`src/design/ppr_pkg.sv`:
```
/*
 * Shared constants of the paged register map: register offsets, field positions, fixed
 * field values, reset values, page numbers, the gap-count tracking state and page decoding.
 * Assumes it is compiled before every other design file of the block.
 */
package ppr_pkg;

	// Register offsets; the upper eight addresses are the paged window.
	localparam logic [3:0] PPR_ADDR_NODE = 4'h0;
	localparam logic [3:0] PPR_ADDR_GAP = 4'h1;
	localparam logic [3:0] PPR_ADDR_PORTS = 4'h2;
	localparam logic [3:0] PPR_ADDR_SPEED = 4'h3;
	localparam logic [3:0] PPR_ADDR_LINK = 4'h4;
	localparam logic [3:0] PPR_ADDR_FEAT = 4'h5;
	localparam logic [3:0] PPR_ADDR_RSVD6 = 4'h6;
	localparam logic [3:0] PPR_ADDR_PAGE = 4'h7;
	localparam int PPR_PAGED_BIT = 3;

	// Field positions in Verilog order; bit position zero of a register is bit 7 here.
	localparam int PPR_NODE_MSB = 7;
	localparam int PPR_NODE_LSB = 2;
	localparam int PPR_ROOT_BIT = 1;
	localparam int PPR_CPS_BIT = 0;
	localparam int PPR_RHB_BIT = 7;
	localparam int PPR_IBR_BIT = 6;
	localparam int PPR_GAP_MSB = 5;
	localparam int PPR_EXT_LSB = 5;
	localparam int PPR_NPORT_MSB = 3;
	localparam int PPR_SPEED_LSB = 5;
	localparam int PPR_DELAY_MSB = 3;
	localparam int PPR_LINK_BIT = 7;
	localparam int PPR_CONT_BIT = 6;
	localparam int PPR_JIT_LSB = 3;
	localparam int PPR_PWR_MSB = 2;
	localparam int PPR_PAGESEL_LSB = 5;
	localparam int PPR_PORTSEL_MSB = 3;

	// Fixed read-only field values.
	localparam logic [2:0] PPR_EXT_VAL = 3'h7;
	localparam logic [2:0] PPR_SPEED_VAL = 3'h2;
	localparam logic [3:0] PPR_DELAY_VAL = 4'h0;
	localparam logic [2:0] PPR_JITTER_VAL = 3'h0;
	localparam int PPR_NUM_PORTS_DEF = 3;

	// Reset values.
	localparam logic [5:0] PPR_GAP_RST = 6'h3F;
	localparam logic PPR_LINK_RST = 1'b1;
	localparam logic PPR_RHB_RST = 1'b0;
	localparam logic PPR_IBR_RST = 1'b0;
	localparam logic [2:0] PPR_PWR_RST = 3'h0;
	localparam logic [7:0] PPR_FEAT_RST = 8'h00;
	localparam logic [2:0] PPR_PAGE_RST = 3'h0;
	localparam logic [3:0] PPR_PORT_RST = 4'h0;

	// Pages that are backed by storage; every other page is reserved.
	localparam logic [2:0] PPR_PAGE_PORT_STATUS = 3'h0;
	localparam logic [2:0] PPR_PAGE_VENDOR = 3'h1;
	localparam logic [2:0] PPR_PAGE_EXT = 3'h7;

	// Bus resets seen since the gap count was last written.
	typedef enum logic [0:0] {
		PPR_GAP_FRESH = 1'b0,
		PPR_GAP_ONE = 1'b1
	} ppr_gap_state_t;

	// True for pages two through six.
	function automatic logic ppr_page_reserved(input logic [2:0] page);
		return (page != PPR_PAGE_PORT_STATUS) && (page != PPR_PAGE_VENDOR) && (page != PPR_PAGE_EXT);
	endfunction : ppr_page_reserved

endpackage : ppr_pkg

```
`src/design/ppr_phy_paged_register_map.sv`:
```
/*
 * Register map of a three-port serial-bus physical layer: eight fixed base registers and
 * an eight-address window steered by the page and port held in base register seven.
 * Assumes a register master on a plain strobe port and a core that supplies status
 * and bus reset pulses synchronous to clk.
 */
// Operation
// Sixteen registers decoded from four address bits
// Addresses zero to seven hold fixed layout
// Addresses eight to fifteen follow selected page
// Page comes from register seven's field
// Base registers ignore the selected page
// Reserved registers and fields read zero
// Pages two to six read as zero
// Contender pin is input only during reset
// Contender loads from pin, bus reset keeps
// Read-only writes ignored; bit zero is MSB
`timescale 1ns/10ps
`default_nettype none

module ppr_phy_paged_register_map import ppr_pkg::*; #(
	parameter int NUM_PORTS = PPR_NUM_PORTS_DEF
) (
	input wire logic clk,
	input wire logic rst_n,
	input wire logic [3:0] reg_addr,
	input wire logic [7:0] reg_wdata,
	input wire logic reg_wr,
	input wire logic reg_rd,
	output logic [7:0] reg_rdata,
	input wire logic [5:0] node_number,
	input wire logic root_in,
	input wire logic cable_power_in,
	input wire logic bus_reset,
	input wire logic cfg_gap_wr,
	input wire logic [5:0] cfg_gap_val,
	input wire logic link_on_req,
	input wire logic contender_linkon_pin_in,
	output logic contender_linkon_pin_out,
	output logic contender_linkon_pin_oe,
	output logic root_holdoff,
	output logic ibr_req,
	output logic [5:0] gap_count,
	output logic link_active,
	output logic contender,
	output logic [2:0] power_class,
	output logic [7:0] feature_en,
	output logic [2:0] page_select,
	output logic [3:0] port_select
);

	localparam int BANK_W = 4;
	localparam int BANKS = NUM_PORTS + 2;

	// The port field is four bits wide and two bank codes sit above the ports.
	generate
		if (NUM_PORTS < 1 || NUM_PORTS > 13) begin : g_bad_ports
			$error("NUM_PORTS must lie between 1 and 13");
		end
	endgenerate

	typedef struct packed {
		logic [7:0] rdata;
		logic rhb;
		logic ibr;
		logic [5:0] gap;
		ppr_gap_state_t gap_st;
		logic link;
		logic cont;
		logic [2:0] pwr;
		logic [7:0] feat;
		logic [2:0] page;
		logic [3:0] port;
		logic pin_oe;
		logic pin_out;
	} ppr_state_t;

	ppr_state_t st_reg;
	ppr_state_t st_next;
	logic [7:0] base_word;
	logic [BANK_W:0] hit;
	logic store_wr;
	logic [7:0] store_rdata;
	logic strap_level;
	logic strap_load;
	logic paged_acc;
	logic gap_wr_sw;

	// Maps page and port to a storage bank; the top bit says the page is backed.
	function automatic logic [BANK_W:0] bank_lookup(input logic [2:0] page, input logic [3:0] port);
		logic [BANK_W:0] r;
		r = '0;
		if (page == PPR_PAGE_PORT_STATUS && port < 4'(NUM_PORTS)) begin
			r = {1'b1, port};
		end else if (page == PPR_PAGE_VENDOR) begin
			r = {1'b1, 4'(NUM_PORTS)};
		end else if (page == PPR_PAGE_EXT) begin
			r = {1'b1, 4'(NUM_PORTS + 1)};
		end
		return r;
	endfunction : bank_lookup

	// The strap is caught by a clocked flop; an async-reset flop may only take constants.
	ppr_strap_capture u_strap (
		.clk(clk),
		.rst_n(rst_n),
		.pin_level(contender_linkon_pin_in),
		.strap_level(strap_level),
		.strap_load(strap_load)
	);

	// Paged decode: the upper address half is steered by the stored page and port.
	assign paged_acc = reg_addr[PPR_PAGED_BIT];
	assign hit = bank_lookup(st_reg.page, st_reg.port);
	assign store_wr = reg_wr && paged_acc && hit[BANK_W];
	assign gap_wr_sw = reg_wr && (reg_addr == PPR_ADDR_GAP);

	ppr_page_store #(
		.BANKS(BANKS),
		.BANK_W(BANK_W)
	) u_store (
		.clk(clk),
		.rst_n(rst_n),
		.wr_en(store_wr),
		.bank(hit[BANK_W-1:0]),
		.idx(reg_addr[2:0]),
		.wdata(reg_wdata),
		.rdata(store_rdata)
	);

	// Base register read mux; it never looks at the page, and reserved bits stay zero.
	always_comb begin
		base_word = 8'h00;
		unique case (reg_addr[2:0])
			PPR_ADDR_NODE[2:0]: begin
				base_word[PPR_NODE_MSB:PPR_NODE_LSB] = node_number;
				base_word[PPR_ROOT_BIT] = root_in;
				base_word[PPR_CPS_BIT] = cable_power_in;
			end
			PPR_ADDR_GAP[2:0]: begin
				base_word[PPR_RHB_BIT] = st_reg.rhb;
				base_word[PPR_IBR_BIT] = st_reg.ibr;
				base_word[PPR_GAP_MSB:0] = st_reg.gap;
			end
			PPR_ADDR_PORTS[2:0]: begin
				base_word[7:PPR_EXT_LSB] = PPR_EXT_VAL;
				base_word[PPR_NPORT_MSB:0] = 4'(NUM_PORTS);
			end
			PPR_ADDR_SPEED[2:0]: begin
				base_word[7:PPR_SPEED_LSB] = PPR_SPEED_VAL;
				base_word[PPR_DELAY_MSB:0] = PPR_DELAY_VAL;
			end
			PPR_ADDR_LINK[2:0]: begin
				base_word[PPR_LINK_BIT] = st_reg.link;
				base_word[PPR_CONT_BIT] = st_reg.cont;
				base_word[PPR_CONT_BIT-1:PPR_JIT_LSB] = PPR_JITTER_VAL;
				base_word[PPR_PWR_MSB:0] = st_reg.pwr;
			end
			PPR_ADDR_FEAT[2:0]: begin
				base_word = st_reg.feat;
			end
			PPR_ADDR_RSVD6[2:0]: begin
				base_word = 8'h00;
			end
			PPR_ADDR_PAGE[2:0]: begin
				base_word[7:PPR_PAGESEL_LSB] = st_reg.page;
				base_word[PPR_PORTSEL_MSB:0] = st_reg.port;
			end
		endcase
	end

	// Next-state logic for every register and the pin driver.
	always_comb begin
		st_next = st_reg;
		// Read data stand for one cycle only and fall back to zero otherwise.
		st_next.rdata = 8'h00;
		if (reg_rd) begin
			if (paged_acc) begin
				st_next.rdata = hit[BANK_W] ? store_rdata : 8'h00;
			end else begin
				st_next.rdata = base_word;
			end
		end
		// The pin is released to the strap only while reset is low.
		st_next.pin_oe = 1'b1;
		st_next.pin_out = link_on_req;
		// Hardware reset loads the contender from the strap once, at release.
		if (strap_load) begin
			st_next.cont = strap_level;
		end
		// A bus reset clears the initiate request; a same-cycle write setting it wins below.
		if (bus_reset) begin
			st_next.ibr = 1'b0;
			unique case (st_reg.gap_st)
				PPR_GAP_FRESH: begin
					st_next.gap_st = PPR_GAP_ONE;
				end
				PPR_GAP_ONE: begin
					st_next.gap = PPR_GAP_RST;
				end
			endcase
		end
		// A configuration packet counts as a gap write.
		if (cfg_gap_wr) begin
			st_next.gap = cfg_gap_val;
			st_next.gap_st = PPR_GAP_FRESH;
		end
		// Software writes; only writable fields are taken, all else is dropped.
		if (reg_wr && !paged_acc) begin
			unique case (reg_addr[2:0])
				PPR_ADDR_GAP[2:0]: begin
					st_next.rhb = reg_wdata[PPR_RHB_BIT];
					st_next.ibr = reg_wdata[PPR_IBR_BIT] | (st_reg.ibr & ~bus_reset);
					st_next.gap = reg_wdata[PPR_GAP_MSB:0];
					st_next.gap_st = PPR_GAP_FRESH;
				end
				PPR_ADDR_LINK[2:0]: begin
					st_next.link = reg_wdata[PPR_LINK_BIT];
					st_next.cont = reg_wdata[PPR_CONT_BIT];
					st_next.pwr = reg_wdata[PPR_PWR_MSB:0];
				end
				PPR_ADDR_FEAT[2:0]: begin
					st_next.feat = reg_wdata;
				end
				PPR_ADDR_PAGE[2:0]: begin
					st_next.page = reg_wdata[7:PPR_PAGESEL_LSB];
					st_next.port = reg_wdata[PPR_PORTSEL_MSB:0];
				end
				PPR_ADDR_NODE[2:0], PPR_ADDR_PORTS[2:0], PPR_ADDR_SPEED[2:0],
				PPR_ADDR_RSVD6[2:0]: begin
					// Read-only and reserved registers keep their state.
				end
			endcase
		end
	end

	// State flops; the pin enable resets low so the strap can be sampled.
	always_ff @(posedge clk or negedge rst_n) begin
		if (!rst_n) begin
			st_reg.rdata <= 8'h00;
			st_reg.rhb <= PPR_RHB_RST;
			st_reg.ibr <= PPR_IBR_RST;
			st_reg.gap <= PPR_GAP_RST;
			st_reg.gap_st <= PPR_GAP_FRESH;
			st_reg.link <= PPR_LINK_RST;
			st_reg.cont <= 1'b0;
			st_reg.pwr <= PPR_PWR_RST;
			st_reg.feat <= PPR_FEAT_RST;
			st_reg.page <= PPR_PAGE_RST;
			st_reg.port <= PPR_PORT_RST;
			st_reg.pin_oe <= 1'b0;
			st_reg.pin_out <= 1'b0;
		end else begin
			st_reg <= st_next;
		end
	end

	// Every output is a flop of the state record.
	assign reg_rdata = st_reg.rdata;
	assign contender_linkon_pin_out = st_reg.pin_out;
	assign contender_linkon_pin_oe = st_reg.pin_oe;
	assign root_holdoff = st_reg.rhb;
	assign ibr_req = st_reg.ibr;
	assign gap_count = st_reg.gap;
	assign link_active = st_reg.link;
	assign contender = st_reg.cont;
	assign power_class = st_reg.pwr;
	assign feature_en = st_reg.feat;
	assign page_select = st_reg.page;
	assign port_select = st_reg.port;
endmodule : ppr_phy_paged_register_map

`default_nettype wire

```
`src/design/ppr_strap_capture.sv`:
```
/*
 * Captures the contender strap level while reset is held and holds a load pulse high through
 * reset, dropping it on the first clock edge after reset is released.
 * Assumes the pin is not driven by this device while reset is low.
 */
`timescale 1ns/10ps
`default_nettype none

module ppr_strap_capture (
	input wire logic clk,
	input wire logic rst_n,
	input wire logic pin_level,
	output logic strap_level,
	output logic strap_load
);

	logic sample_reg;
	logic load_reg;

	// No reset here on purpose: the flop must keep sampling the pin while reset is low.
	always_ff @(posedge clk) begin
		if (!rst_n) begin
			sample_reg <= pin_level;
		end
	end

	// Load is held high through reset and drops after the first edge past release.
	always_ff @(posedge clk or negedge rst_n) begin
		if (!rst_n) begin
			load_reg <= 1'b1;
		end else begin
			load_reg <= 1'b0;
		end
	end

	assign strap_level = sample_reg;
	assign strap_load = load_reg;

endmodule : ppr_strap_capture

`default_nettype wire

```
`src/design/ppr_page_store.sv`:
```
/*
 * Byte storage behind the paged window: one bank of eight bytes per port of the port-status page, plus one each for the vendor and extended pages.
 * Assumes the caller decides which bank an access reaches and masks reserved pages.
 */
`timescale 1ns/10ps
`default_nettype none

module ppr_page_store #(
	parameter int BANKS = 5,
	parameter int BANK_W = 4
) (
	input wire logic clk,
	input wire logic rst_n,
	input wire logic wr_en,
	input wire logic [BANK_W-1:0] bank,
	input wire logic [2:0] idx,
	input wire logic [7:0] wdata,
	output logic [7:0] rdata
);

	typedef struct packed {
		logic [BANKS*8-1:0][7:0] mem;
	} ppr_store_t;

	ppr_store_t st_reg;
	ppr_store_t st_next;
	logic [BANK_W+2:0] sel;

	// Flat index of the addressed byte.
	assign sel = {bank, idx};

	// Write the addressed byte.
	always_comb begin
		st_next = st_reg;
		if (wr_en && (int'(sel) < BANKS * 8)) begin
			st_next.mem[sel] = wdata;
		end
	end

	// Storage flops.
	always_ff @(posedge clk or negedge rst_n) begin
		if (!rst_n) begin
			st_reg <= '0;
		end else begin
			st_reg <= st_next;
		end
	end

	// Out-of-range banks read as zero.
	assign rdata = (int'(sel) < BANKS * 8) ? st_reg.mem[sel] : 8'h00;

endmodule : ppr_page_store

`default_nettype wire

```
`config.mk`:
```
export PLATFORM = sky130hd
export DESIGN_NAME = ppr_phy_paged_register_map
export DESIGN_NICKNAME = d
export VERILOG_FILES = /design/src/design/ppr_pkg.sv /design/src/design/ppr_phy_paged_register_map.sv /design/src/design/ppr_strap_capture.sv /design/src/design/ppr_page_store.sv
export SDC_FILE = /design/constraint.sdc
export NUM_CORES = 1
export LEC_CHECK = 0
export BUFFER_PORTS_ARGS = -buffer_cell sky130_fd_sc_hd__buf_2
export CAP_MARGIN = 20
export CORE_ASPECT_RATIO = 0.75
export CORE_UTILIZATION = 45
export CTS_BUF_LIST = sky130_fd_sc_hd__clkbuf_2
export DETAILED_ROUTE_END_ITERATION = 16
export PLACE_DENSITY = 0.66
export REMOVE_ABC_BUFFERS = 1
export SYNTH_ARGS = -nofsm -noshare
export SYNTH_HDL_FRONTEND = slang
export SYNTH_SLANG_ARGS = --single-unit
```
`constraint.sdc`:
```
create_clock -name clk -period 2.65 [get_ports clk]
set_input_delay 0.1325 -clock clk [delete_from_list [all_inputs] [get_ports clk]]
set_output_delay 0.1325 -clock clk [all_outputs]
set_load 0.005 [all_outputs]
```
==> flow_summary.toml, run 1 <==
[clock_network]
cts_tree = "done"
post_cts_buffers = 0
clk_latency_ns = 1.01
clk_path_buf_depth = 3
clk_pin_slew_ns = 0.11
cts_root_buffer = "clkbuf_2"
h-tree-depth = 3
numClockSinks = 361
cts_made_buffers = 90

[layout]
multi_input_area_sq_um = 7360
regArea_sq_um = 9050
fill_cells = 3306
finalNonFillerCells = 2021
largest_reg_flops = 320
final_util_pct = 52.2
stdcell_area_sq_um = 19400
areaGrowthSynthToFinish_pct = 13.5
finalNetCount = 1490
drive_above_1_share_pct = 47.2

[pwr]
powerDensity_nw_per_um2 = 637
vdd_drop_max_v = 0.000344
p_leak_nw = 9.37
p_total_mw = 12.4

[route]
ant_nets = 0
avgRoutedWirePerCell_um = 25.5
drt-pass1-iter-count = 5
viasPerCell = 6.03
vias = 12187
wirelength_mm = 51.6
drt_iter0_markers = 1214
drc_errors = 0

[placement]
io_buffer_count = 71
dp_hpwl_mm = 33.0
place_congestion = 0.942
place_area_sq_um = 18000
dp_cells = 1803
dp_slack_ns = 0.295

[worst_setup_path]
r2r-end = "reg_rdata[1]"
crit_path_end_kind = "flip-flop"
r2r_start = "page_select[1]"
worstSetupPathType = "in2reg"
arrival_ns = 3.49
worstRegToRegCells = 8
required_ns = 3.53
rrSetupSlack_ns = 0.20
start_kind = "input pin"
worst-path-max-fanout = 28

[yosys]
synthesis.area_sq_um = 17100
synth_area_leader_cell = "dfrtp_1"
synth_ff_type = "dfrtp_1"
yosysWarningCount = 0
synth_area_per_cell_sq_um = 13.3
synth_top_area_share_pct = 51.4
synth_edf_count = 1
synthCells = 1291
ys_seq_area_share_pct = 52.8
netlist_top_cells_count = "352 x dfrtp_1, 347 x mux2_2, 62 x o22ai_1, 52 x clkbuf_1, 47 x buf_4"
ys_async_sr_fraction_pct = 99.7
synth.most_common_cell = "dfrtp_1"
synth.distinct_cells = 68
synth_seq_cells = 361
yosys-top-cells-area = "dfrtp_1 51%, mux2_2 23%, mux4_2 2.4%"

[worst_hold_path]
holdPathStages = 5
min_to = "u_store.st_reg[149]"
hold_class = "in2reg"
min-delay-start = "reg_addr[1]"

[global_route]
overflow = 0
grt_pass1_wl_mm = 78.3
grt_use_total_pct = 27.3
grt_max_degree = 95
antenna_found_initial = 2
grt_pass1_vias = 12471

[timing]
worstMarginPinSlew_ns = 1.06
setup_violations = 0
max_freq_mhz = 383
max_slew_margin_pct = 29.1
fin_crit_ns = 2.61
grt_setup_unrepaired = "no"
finClkSkew_ns = 0.0730
layout_setup_ws_ns = 0.0374
holdWs_ns = 0.101
report.final.slew_viol_count = 0
fin_setup_tns_ns = 0
timing_hold_violations_final = 0
period_share_pct = 98.6

[floorplan]
fp-row-count = 61
initial_core_util_pct = 46.0
die_h_um = 171
design.die.area_sq_um = 38900
num_io_pins = 72
die_w_um = 227
core-area_sq_um = 37200

[outcome]
status = "complete, no violations"

[job]
drv_cap = 0
## final cells by class
type	count	share of cell area, %
clock buffer	130	3.35
antenna	2	0.0257
timing repair buffer	199	8.17
tap	504	3.24
sequential	361	46.5
clock inverter	21	0.682
inverter	8	0.154
multi-input combinational	796	37.8
## kinds of logic after synthesis
group | synth area share, %
compound gates | 8.75
buf+inv | 4.27
flops | 52.8
mux | 27.6
other cells | 0.0438
simple gates | 6.51
## where the power goes
part	internal [mW]	leakage, nW	switching, mW
logic	1.00	3.89	1.08
registers	6.12	4.87	0.407
clock network	1.49	0.611	2.29
total	8.62	9.37	3.77
## worst max-delay path: stages
cell	delay, ns
dlygate4sd3_1	0.57
buf_4	0.36
clkinv_1	0.35
buf_4	0.31
a21oi_1	0.20
o221ai_1	0.13
o211ai_1	0.11
dlygate4sd3_1	0.57
o41ai_1	0.06
dlygate4sd3_1	0.56
buf_4	0.13
## how the worst max path moves through the flow
stage	from	end	cells past startpoint
floorplan	port_select[1]	u_store.st_reg[37]	5
global placement	reg_addr[1]	reg_rdata[0]	8
detailed placement	reg_addr[1]	reg_rdata[0]	8
CTS	page_select[2]	reg_rdata[1]	8
global route	reg_addr[0]	reg_rdata[2]	11
finish	reg_addr[2]	reg_rdata[5]	11
## routing by layer
layer  track usage [%]  share of wire (%)  vias up
met3              5.70                7.7      107
li1                  -                  -     5127
met1              39.5                 45     6396
met2              40.5                 44      557
met5                 0                  0        -
met4              9.54                2.7        0
## layout by cell type (no fill, tap or decap), types with 6 or more instances in the layout
cell and count:
a211oi_1 7, a21oi_1 43, a22oi_1 8, buf_12 6, buf_2 67, buf_4 60, clkbuf_2 130, clkinv_1 15
dfrtp_1 352, dfstp_2 8, dlygate4sd3_1 64, inv_1 7, mux2_1 12, mux2_2 347, mux2_4 8, mux2i_1 16
mux4_2 18, nand2_1 36, nand2b_1 7, nand3_1 9, nor2_1 30, nor2_2 18, nor2_4 17, nor2_8 8
o21ai_0 36, o221ai_1 39, o22ai_1 62
## repair_timing
item / in CTS / in global routing
hold buffers: 65 / 0
endpoints found under the hold margin: 715 / 0
setup endpoints to repair: 0 / 1
gates resized for setup: 0 / 1
Power figures use the tool's default switching activity.
==> inputs of run 2 (changes only) <==
Settings changed: HOLD_SLACK_MARGIN set to 0.15, RECOVER_POWER set to 100.
==> flow_summary.toml, run 2 (synthesis gave the netlist of run 1 again) <==
[global_route]
antenna_found_initial = 3
grt_pass1_vias = 12592
grt_pass1_wl_mm = 79.4
grt_use_total_pct = 27.8
grt_max_degree = 95
overflow = 0

[layout]
final_common_cell = "dfrtp_1"
final_util_pct = 52.0
finalNonFillerCells = 2049
largest_reg_flops = 320
mostFrequentLayoutCells = "352 x dfrtp_1, 346 x mux2_2, 131 x clkbuf_2"
drive_above_1_share_pct = 42.6
finalNetCount = 1519
areaGrowthSynthToFinish_pct = 13.1

[timing]
report.final.slew_viol_count = 0
fin_setup_tns_ns = -0.0166
period_share_pct = 101
finClkSkew_ns = 0.0687
max_slew_margin_pct = 12.4
max_freq_mhz = 375
holdWs_ns = 0.279
layout_setup_ws_ns = -0.0166
timing_hold_violations_final = 0
worstMarginPinSlew_ns = 1.31
fin_crit_ns = 2.67
setup_violations = 1
grt_setup_unrepaired = "no"

[floorplan]
die_w_um = 227
fp-row-count = 61
die_h_um = 171
initial_core_util_pct = 46.0
design.die.area_sq_um = 38900
core-area_sq_um = 37200
num_io_pins = 72

[placement]
dp_cells = 1803
dp_slack_ns = 0.295
dp_hpwl_mm = 33.0
place_congestion = 0.942
io_buffer_count = 71

[route]
vias = 12432
avgRoutedWirePerCell_um = 25.7
wirelength_mm = 52.7
ant_nets = 0
drc_errors = 0
viasPerCell = 6.07
drt-pass1-iter-count = 5
drt_iter0_markers = 1156

[worst_setup_path]
r2r_start = "page_select[1]"
start_kind = "input pin"
cp_cell_sequence = "buf_4 -> dlygate4sd3_1 -> buf_4 -> mux4_2 -> and2_0 -> a211oi_1 -> nor4_1 -> a22o_1 -> dlygate4sd3_1"
arrival_ns = 3.53
cp_top_family = "buffers and inverters"
cpMaxStageDelayCell = "dlygate4sd3_1"
worst-path-max-fanout = 28
crit_path_end_kind = "flip-flop"
worstSetupPathType = "in2reg"
critical_path.startpoint = "reg_addr[1]"
required_ns = 3.52
cpPeakStageDelay_ns = 0.82
worstPathBufferInverterCount = 4

[clock_network]
clk_latency_ns = 1.03
cts_made_buffers = 90
h-tree-depth = 3
clk_pin_slew_ns = 0.10
cts_root_buffer = "clkbuf_2"
numClockSinks = 361
clk_path_buf_depth = 3
cts_tree = "done"

[pwr]
powerDensity_nw_per_um2 = 638
vdd_drop_max_v = 0.000343
p_leak_nw = 9.16

[outcome]
violations = "setup timing"
status = "complete, but fails checks"

[worst_hold_path]
hold_class = "in2reg"
min-delay-start = "reg_addr[3]"

[job]
drv_cap = 0
-- run 2: cell types whose count changed in the layout (fill, tap and decap cells not counted), sizes merged --
cell,delta
dlygate4sd3,+25
buf,-34
clkbuf,+38
diode,-1
-- run 2: through the flow --
stage | area (sq um) | total power [mW]
floorplan | 16400 | 7.56
finish | 19400 | 12.4
detailed placement | 18000 | 8.57
CTS | 19700 | 12.5
global route | 19400 | 12.9
global placement | 18000 | 8.51
-- run 2: worst register-to-register path, cell delays in order (launching register included) --
cell and delay (ns):
dfrtp_1 0.50, nor2_4 0.17, and3_1 0.23, and2_2 0.26, nand3_2 0.36, nor2_2 0.57
mux2_2 0.41
-- run 2: metal layers --
metal	global-route usage (%)	wire, um	vias to the layer above
met5	0	13	-
met4	10.1	1610	2
met3	6.46	4290	128
met2	40.8	23200	609
met1	39.9	23600	6513
li1	-	-	5180
-- run 2: path summary, 6_finish.rpt --
path                                  endpoint  slack, ns  cells after the start
max                               reg_rdata[3]      -0.02                      9
min                               reg_rdata[4]       0.28                      5
max reg2reg                 u_store.st_reg[96]       0.04                      6
min reg2reg                u_store.st_reg[135]       0.50                      1
max in group asynchronous  u_store.st_reg[199]       0.31                      4
min in group asynchronous   u_store.st_reg[97]       1.21                      4
-- run 2: area by class of cell --
| type | instances | area (sq um) |
|---|---|---|
| antenna | 1 | 2.50 |
| multi-input combinational | 796 | 7130 |
| tap | 504 | 631 |
| sequential | 361 | 9050 |
| clock buffer | 130 | 651 |
| inverter | 8 | 30.0 |
| clock inverter | 21 | 133 |
| timing repair buffer | 228 | 1750 |
| fill | 3358 | 17900 |
-- run 2: power breakdown --
| group | switching (mW) | total [mW] | leakage [nW] | internal [mW] |
|---|---|---|---|---|
| combinational | 1.08 | 2.07 | 3.69 | 0.994 |
| sequential | 0.408 | 6.53 | 4.86 | 6.12 |
| clock | 2.27 | 3.76 | 0.611 | 1.49 |
| total | 3.76 | 12.4 | 9.16 | 8.60 |
-- run 2: timing repair --
action / CTS / global route
hold buffers: 89 / 1
gates resized for setup: 0 / 2
setup buffers: 0 / 4
endpoints found under the hold margin: 720 / 1
setup endpoints to repair: 0 / 32
